<file path="src/eil_defs.vh">
// Constants for the external interrupt latch block.
// Assumes inclusion by bare name from design and bench files.
`ifndef EIL_DEFS_VH
`define EIL_DEFS_VH

`define EIL_ADDR_W         16
`define EIL_STATUS_CTRL    16'h001A
`define EIL_BIT_SENSE      0
`define EIL_BIT_MASK       1
`define EIL_BIT_ACK        2
`define EIL_BIT_PENDING    3
`define EIL_RST_SENSE      1'b0
`define EIL_RST_MASK       1'b0
`define EIL_RST_LATCH      1'b0
`define EIL_VECTOR_HI      16'hFFFA
`define EIL_VECTOR_LO      16'hFFFB

`endif

</file>
<file path="src/eil_external_irq_latch.v">
// External interrupt latch with edge or edge-and-level sensitivity.
// Assumes a single 50 MHz bus clock, async active-low reset, an 8-bit register port,
// and a CPU that pulses vectorFetchAck when it fetches this block's vector.
//
// Notes on behaviour
// - A low on the interrupt pin can set the latch, making a pending request.
// - Fetching this vector produces an acknowledge that clears the latch.
// - Writing one to the acknowledge bit clears the latch; zero does nothing.
// - Acknowledge bit is write-only, reads zero, cleared by reset.
// - Reset clears latch and sense select, even with the pin held low.
// - Sense select zero: only falling edges set; an acknowledge clears at once unless a falling edge sets it in the same cycle.
// - Sense select one: clear needs acknowledge and pin high, in either order.
// - In edge-and-level mode the request stays pending while the pin is low.
// - Bit 0 sense select: one gives edges plus low level; reset clears it.
// - Mask bit one blocks the request from priority logic; reset clears it.
// - Pending flag reads one while the latch is set, zero otherwise.
// - Pending flag ignores the mask so software can poll.
// - A falling edge after a software acknowledge sets the latch again.
// - Unmasked latched request makes the CPU load its vector from FFFA/FFFB.
// - In break with clear enable zero, software acknowledge leaves the latch alone.
// - In break with clear enable one, acknowledge clears and it stays cleared.
// - Register: bit3 pending, bit2 ack, bit1 mask, bit0 sense; bits 7-4 zero.
// - The CPU global interrupt mask also blocks the request.
//
// Decided for this implementation: the strobed register port.

`include "eil_defs.vh"
`default_nettype none

module eil_external_irq_latch (
  // Clock and reset
  input  wire                    clk,
  input  wire                    rst_n,
  // Register port
  input  wire [`EIL_ADDR_W-1:0]  regAddr,
  input  wire [7:0]              regWrData,
  input  wire                    regWrStrobe,
  input  wire                    regRdStrobe,
  output reg  [7:0]              regRdData,
  // Interrupt pin, active low
  input  wire                    extIntPin_n,
  // CPU side
  input  wire                    vectorFetchAck,
  input  wire                    cpuGlobalMask,
  output reg                     extIntRequest,
  output reg  [15:0]             extIntVectorAddr,
  // Break controller
  input  wire                    breakState,
  input  wire                    breakClearEnable
);

  // Reset release
  reg rstSync1_reg;
  reg rstSync2_reg;
  wire rstInt_n = rstSync2_reg;

  always @(posedge clk or negedge rst_n) begin
    if (!rst_n) begin
      rstSync1_reg <= 1'b0;
      rstSync2_reg <= 1'b0;
    end else begin
      rstSync1_reg <= 1'b1;
      rstSync2_reg <= rstSync1_reg;
    end
  end

  // Pin synchroniser: three stages, a change counts when stages two and three agree
  reg pinS1_reg;
  reg pinS2_reg;
  reg pinS3_reg;
  reg pinLevel_reg;
  reg pinLevel_next;

  always @(posedge clk or negedge rstInt_n) begin
    if (!rstInt_n) begin
      pinS1_reg    <= 1'b1;
      pinS2_reg    <= 1'b1;
      pinS3_reg    <= 1'b1;
      pinLevel_reg <= 1'b1;
    end else begin
      pinS1_reg    <= extIntPin_n;
      pinS2_reg    <= pinS1_reg;
      pinS3_reg    <= pinS2_reg;
      pinLevel_reg <= pinLevel_next;
    end
  end

  always @* begin
    pinLevel_next = pinLevel_reg;
    if (pinS2_reg == pinS3_reg) begin
      pinLevel_next = pinS3_reg;
    end
  end

  // High sample followed by low sample on consecutive cycles
  wire fallingEdge = pinLevel_reg & ~pinLevel_next;
  wire pinLow      = ~pinLevel_next;

  // Register decode
  wire ctrlHit  = (regAddr == `EIL_STATUS_CTRL);
  wire ctrlWr   = regWrStrobe & ctrlHit;
  wire ackWrite = ctrlWr & regWrData[`EIL_BIT_ACK];
  // Break protection keeps a software acknowledge from clearing the latch unless clearing is enabled
  wire swAck    = ackWrite & (~breakState | breakClearEnable);
  wire anyAck   = swAck | vectorFetchAck;

  reg senseSelect_reg;
  reg intMask_reg;
  reg latch_reg;
  reg latch_next;
  // Level mode remembers an acknowledge seen while the pin is still low
  reg ackSeen_reg;
  reg ackSeen_next;

  always @* begin
    latch_next   = latch_reg;
    ackSeen_next = ackSeen_reg;
    if (!senseSelect_reg) begin
      ackSeen_next = 1'b0;
      if (anyAck) begin
        latch_next = 1'b0;
      end
      // Set wins over a simultaneous acknowledge
      if (fallingEdge) begin
        latch_next = 1'b1;
      end
    end else begin
      if (latch_reg && anyAck) begin
        ackSeen_next = 1'b1;
      end
      if (latch_reg && (ackSeen_reg || anyAck) && !pinLow) begin
        latch_next   = 1'b0;
        ackSeen_next = 1'b0;
      end
      if (fallingEdge) begin
        latch_next   = 1'b1;
        ackSeen_next = 1'b0;
      end
      // A low pin keeps the request pending
      if (pinLow && !(ackSeen_reg || anyAck)) begin
        latch_next = 1'b1;
      end
      if (pinLow && latch_reg) begin
        latch_next = 1'b1;
      end
    end
  end

  always @(posedge clk or negedge rstInt_n) begin
    if (!rstInt_n) begin
      senseSelect_reg <= `EIL_RST_SENSE;
      intMask_reg     <= `EIL_RST_MASK;
      latch_reg       <= `EIL_RST_LATCH;
      ackSeen_reg     <= 1'b0;
    end else begin
      latch_reg   <= latch_next;
      ackSeen_reg <= ackSeen_next;
      if (ctrlWr) begin
        senseSelect_reg <= regWrData[`EIL_BIT_SENSE];
        intMask_reg     <= regWrData[`EIL_BIT_MASK];
      end
    end
  end

  // Read path and CPU request, all registered
  always @(posedge clk or negedge rstInt_n) begin
    if (!rstInt_n) begin
      regRdData        <= 8'h00;
      extIntRequest    <= 1'b0;
      extIntVectorAddr <= 16'h0000;
    end else begin
      regRdData <= 8'h00;
      if (regRdStrobe && ctrlHit) begin
        // Acknowledge and upper bits always read zero
        regRdData <= {4'h0, latch_reg, 1'b0, intMask_reg, senseSelect_reg};
      end
      extIntRequest    <= latch_next & ~intMask_reg & ~cpuGlobalMask;
      extIntVectorAddr <= `EIL_VECTOR_HI;
    end
  end

endmodule // eil_external_irq_latch

`default_nettype wire

</file>
<file path="config.mk">
export PLATFORM = sky130hd
export DESIGN_NAME = eil_external_irq_latch
export DESIGN_NICKNAME = d
export VERILOG_FILES = /design/src/eil_external_irq_latch.v
export VERILOG_INCLUDE_DIRS = /design/src
export SDC_FILE = /design/constraint.sdc
export NUM_CORES = 1
export LEC_CHECK = 0
export ABC_AREA = 1
export BUFFER_PORTS_ARGS = -buffer_cell sky130_fd_sc_hd__clkbuf_2
export CAP_MARGIN = 10
export CORE_ASPECT_RATIO = 0.9
export CORE_MARGIN = 4
export CORE_UTILIZATION = 43
export CTS_CLUSTER_DIAMETER = 200
export DETAILED_ROUTE_END_ITERATION = 8
export GPL_TIMING_DRIVEN = 1
export HOLD_SLACK_MARGIN = 0.06
export PLACE_DENSITY = 0.94
export SLEW_MARGIN = 0
export SYNTH_ARGS = -nofsm -noshare
export SYNTH_HDL_FRONTEND = slang
export SYNTH_SLANG_ARGS = --single-unit
</file>
<file path="constraint.sdc">
create_clock -name clk -period 2.65 [get_ports clk]
set_clock_uncertainty 0.2 [all_clocks]
set_input_delay 0.3975 -clock clk [delete_from_list [all_inputs] [get_ports clk]]
set_output_delay 0.3975 -clock clk [all_outputs]
set_load 0.01 [all_outputs]
</file>
# Word-level counts from Yosys, hierarchy flattened
# Index checks and enable logic that the tools add are counted.
# op_classes
eq_ne	3
mux	13
bitwise	12
reduce_logical	8
# op_table
op	n
16-bit by 5-bit equality test with 1-bit output, second input constant	1
1-bit two-way mux	12
1-bit bitwise AND	6
1-bit logical AND	6
4-bit two-way mux	1
4-bit by 2-bit != test with 1-bit output, second input constant	1
1-bit inverter	4
1-bit OR	2
1-bit equality test	1
1-bit zero test	1
1-bit logical OR	1
# word_totals
ff_bits	16
inputBits	33
output_inout_bits	25
elab_cells	49

# Longest topological paths before layout
# depth
depth_word	15
ltp_mapped	9
ltp_nobuf	9

# Least setup slack after synthesis
# Ideal clock, no wire load.
# synth_timing
path_type	reg2reg
startpoint	register pinLevel_reg
endpoint	register extIntRequest
setup_time_ns	0.121
arrival_ns	1.049
required_time_ns	2.329
path_slack_ns	1.280
stages_incl_launch_ff	8
n_path_buf	0
synth_period_minus_slack_ns	1.370
cell_sequence	dfstp_2 > nand2_1 > nand2_1 > o21ai_0 > o21ai_0 > inv_1 > nand2_1 > a21oi_1
# synth_via
elab_chain_len	9
elab_cells_between_ends	14
classes_between	7 x mux; 4 x bitwise; 3 x reduce/logical
# synth_lines
element	line	source
start, declared	eil_external_irq_latch.v:71	reg pinLevel_reg;
start signal, assigned	eil_external_irq_latch.v:84	pinLevel_reg <= pinLevel_next;
1-bit two-way mux	eil_external_irq_latch.v:90	if (pinS2_reg == pinS3_reg) begin
1-bit logical AND or 1-bit inverter (tied branches)	eil_external_irq_latch.v:131, eil_external_irq_latch.v:96, eil_external_irq_latch.v:97	
1-bit two-way mux or 1-bit bitwise AND (tied branches)	eil_external_irq_latch.v:131, eil_external_irq_latch.v:96	
1-bit two-way mux	eil_external_irq_latch.v:135	if (fallingEdge) begin
1-bit two-way mux	eil_external_irq_latch.v:140	if (pinLow && !(ackSeen_reg || anyAck)) begin
1-bit two-way mux	eil_external_irq_latch.v:143	if (pinLow && latch_reg) begin
1-bit two-way mux (*)	eil_external_irq_latch.v:118	if (!senseSelect_reg) begin
1-bit bitwise AND (*) (2 in a row)	eil_external_irq_latch.v:177	extIntRequest <= latch_next & ~intMask_reg & ~cpuGlobalMask;
end signal, assigned	eil_external_irq_latch.v:177	
end, declared	eil_external_irq_latch.v:45	output reg extIntRequest,
# Every way passes the cells marked *; elsewhere a longest branch is shown, timed or not.
# A chain may end at the register's enable or synchronous reset.

# Worst setup path after layout
# layout_timing
startpoint	register, netlist name extIntVectorAddr[1]
endpoint	output extIntVectorAddr[7]
# layout_lines
element	line	source
end, declared	eil_external_irq_latch.v:46	output reg [15:0] extIntVectorAddr,
# No word-level cell between the ends.

==> results.cfg <==
[synthesis]
synth_top_area_frac = 0.324
syn_inst = 106
synth_area_leaders = dfrtp_1 32%, buf_4 18%, dfstp_2 12%
netlist-cell-type-count = 18
synth_area_sq_um = 851
ys_seq_area_frac = 0.447
synth.avg_cell_area_sq_um = 8.03
synth_top_area_cell = dfrtp_1
synth_warnings = 0
ys_seq_elements = 15

[worst_setup_path]
worstPathArrival_ns = 1.01
worstPathRequired_ns = 2.05
crit_buf_inv = 1
crit_end = extIntVectorAddr[7]
worstSetupStartpoint = extIntVectorAddr[1]$_DFF_PN0_
endpoint_kind = primary output
rr_worst_depth = 7
crit_cells = 1
r2r-start = pinLevel_reg$_DFF_PN1_
crit_chain = clkbuf_2
worstReg2RegEnd = extIntRequest$_DFF_PN0_
critPathLaunchType = register
slowest_delay_ns = 0.54
crit_family = flip-flops
path_class = register to primary output
worst_path_max_delay_cell = dfrtp_1
worstPathMaxFanout = 14
rrSetupSlack_ns = 1.08

[floorplan]
start_util = 0.481
dieArea_sq_mm = 0.00276
rows = 14
die_h_um = 50.2
core_area_sq_mm = 0.00177
die_x_um = 54.9
ios = 58

[detailed_routing]
drc = 0
top_layer = met4
drt_wl_total_um = 1870
routed_via_density = 4.52
ant_nets = 0
drtIter0Drc = 14
wl_met2_um = 1030
first_pass_iters = 4
routedLengthMet1_um = 625
num_vias = 764
wire_per_inst_um = 11.1
wl_met3_um = 137

[clocking]
cts_tree = done
htreeDepth = 1
path_clk_slew_ns = 0.08
ctsLongestPathBuffers = 2
root_buffer = clkbuf_4
clock-sinks = 15
cts_resized = 0
numCtsBuffers = 3
clock_latency_ns = 0.27
post_cts_buffers = 0

[job]
drv_cap = 0

[layout]
regArea_sq_um = 380
drive_above_1_share = 0.386
top_register = regRdData
fillCellCount = 154
largest_reg_flops = 3
antenna_cells = 0
finish.utilization = 0.587
final_net_count = 179
multi_input_area_sq_um = 290
syn_to_final_growth_pct = 22.1

[sta]
final.period_utilization = 0.605
setup_viol = 0
hold_viol_final = 0
final_max_slew_viol_count = 0
tns_ns = 0
fin_crit_ns = 1.60
postLayoutSetupSlackWorst_ns = 1.05
rsz0062_at_grt = no
fmax_mhz = 623

[global_route]
antenna_found_initial = 0
grt.overflow.total = 0
grt_start_max_net_pins = 15
grt_pass1_wl_um = 2880
grt_usage = 0.141
grt_pass1_vias = 753

[min_path]
hp-class = register to asynchronous set/reset pin

[power_and_ir_drop]
p_leak_uw = 0.000613
p_per_area_mw_per_mm2 = 438
ir_worst_vdd_mv = 0.421

[placed_design]
preCtsSetupSlack_ns = 1.03
place.gp.congestion = 0.783
hpwl_um = 1640
io_buffers = 45

[status]
outcome = complete, no violations
## cell families (layout without fill, tap and decap cells)
logic type | Yosys count | count (layout) | share of synthesized area
and+or+nand+nor | 49 | 49 | 0.269
buffers and inverters | 35 | 67 | 0.243
DFF | 15 | 15 | 0.447
AOI/OAI and AO/OA | 5 | 5 | 0.0323
other | 2 | 9 | 0.00883
## power breakdown
group	total, uW	switching, uW	internal (uW)
sequential	250	8.54	242
combinational	83.1	47.6	35.5
clock	121	63.3	58.2
## cell usage after synthesis
master,number
nor4_1,1
nand2_2,1
buf_4,20
inv_1,15
nor4_4,1
nand3_1,5
o21ai_0,3
nor2_2,1
a21boi_0,1
nor2_1,16
dfstp_2,4
conb_1,2
dfrtp_1,11
a21oi_1,1
or2_2,1
nand4_1,3
nand3b_1,1
nand2_1,19
## timing repair
item | in CTS | in global routing
hold buffers | 3 | 0
endpoints found under the setup margin | 0 | 0
endpoints found under the hold margin | 12 | 0
## layout by cell type, fill, tap and decap left out, drive strengths merged, types with 4 or more instances in the layout
cell    Yosys  final
clkbuf      0     49
inv        15     15
dfstp       4      4
dfrtp      11     11
nand3       5      5
nor2       17     17
nand2      20     20
conb        2      9
## metal layers
layer,track usage,vias up
li1,-,376
met1,0.128,344
met2,0.274,34
met3,0.0296,10
met4,0.0769,0
met5,0,-
## per-stage QoR
stage / cell area [sq um] / instances / power (uW) / hold slack (ns)
2_1_floorplan: 877 / 113 / 312 / -0.0981
3_3_place_gp: 982 / 162 / 328 / -0.0155
3_5_place_dp: 982 / 162 / 334 / -0.0152
4_1_cts: 1040 / 169 / 455 / 0.0884
5_1_grt: 1040 / 169 / 484 / 0.121
6_report: 1040 / 169 / 455 / 0.0845
## layout make-up
cell class / instances / share of cell area
clock buffers: 4 / 0.0253
well taps: 24 / 0.0289
inverters: 15 / 0.0542
repair buffers: 48 / 0.246
flip-flops and latches: 15 / 0.366
multi-input cells: 63 / 0.280
## worst min-delay path by stage
stage,depth (start not counted),start,slack [ns],to
3_5_place_dp,1,rst_n,-0.02,rstSync1_reg$_DFF_PN0_
4_1_cts,0,rstInt_n$_DFF_PN0_,0.09,pinS3_reg$_DFF_PN1_
6_report,0,rstInt_n$_DFF_PN0_,0.08,pinS3_reg$_DFF_PN1_
5_1_grt,0,rstInt_n$_DFF_PN0_,0.12,pinS3_reg$_DFF_PN1_
3_3_place_gp,1,rst_n,-0.02,rstSync1_reg$_DFF_PN0_
2_1_floorplan,0,rst_n,-0.1,rstInt_n$_DFF_PN0_
No activity file was read; power rests on OpenSTA's default activity.
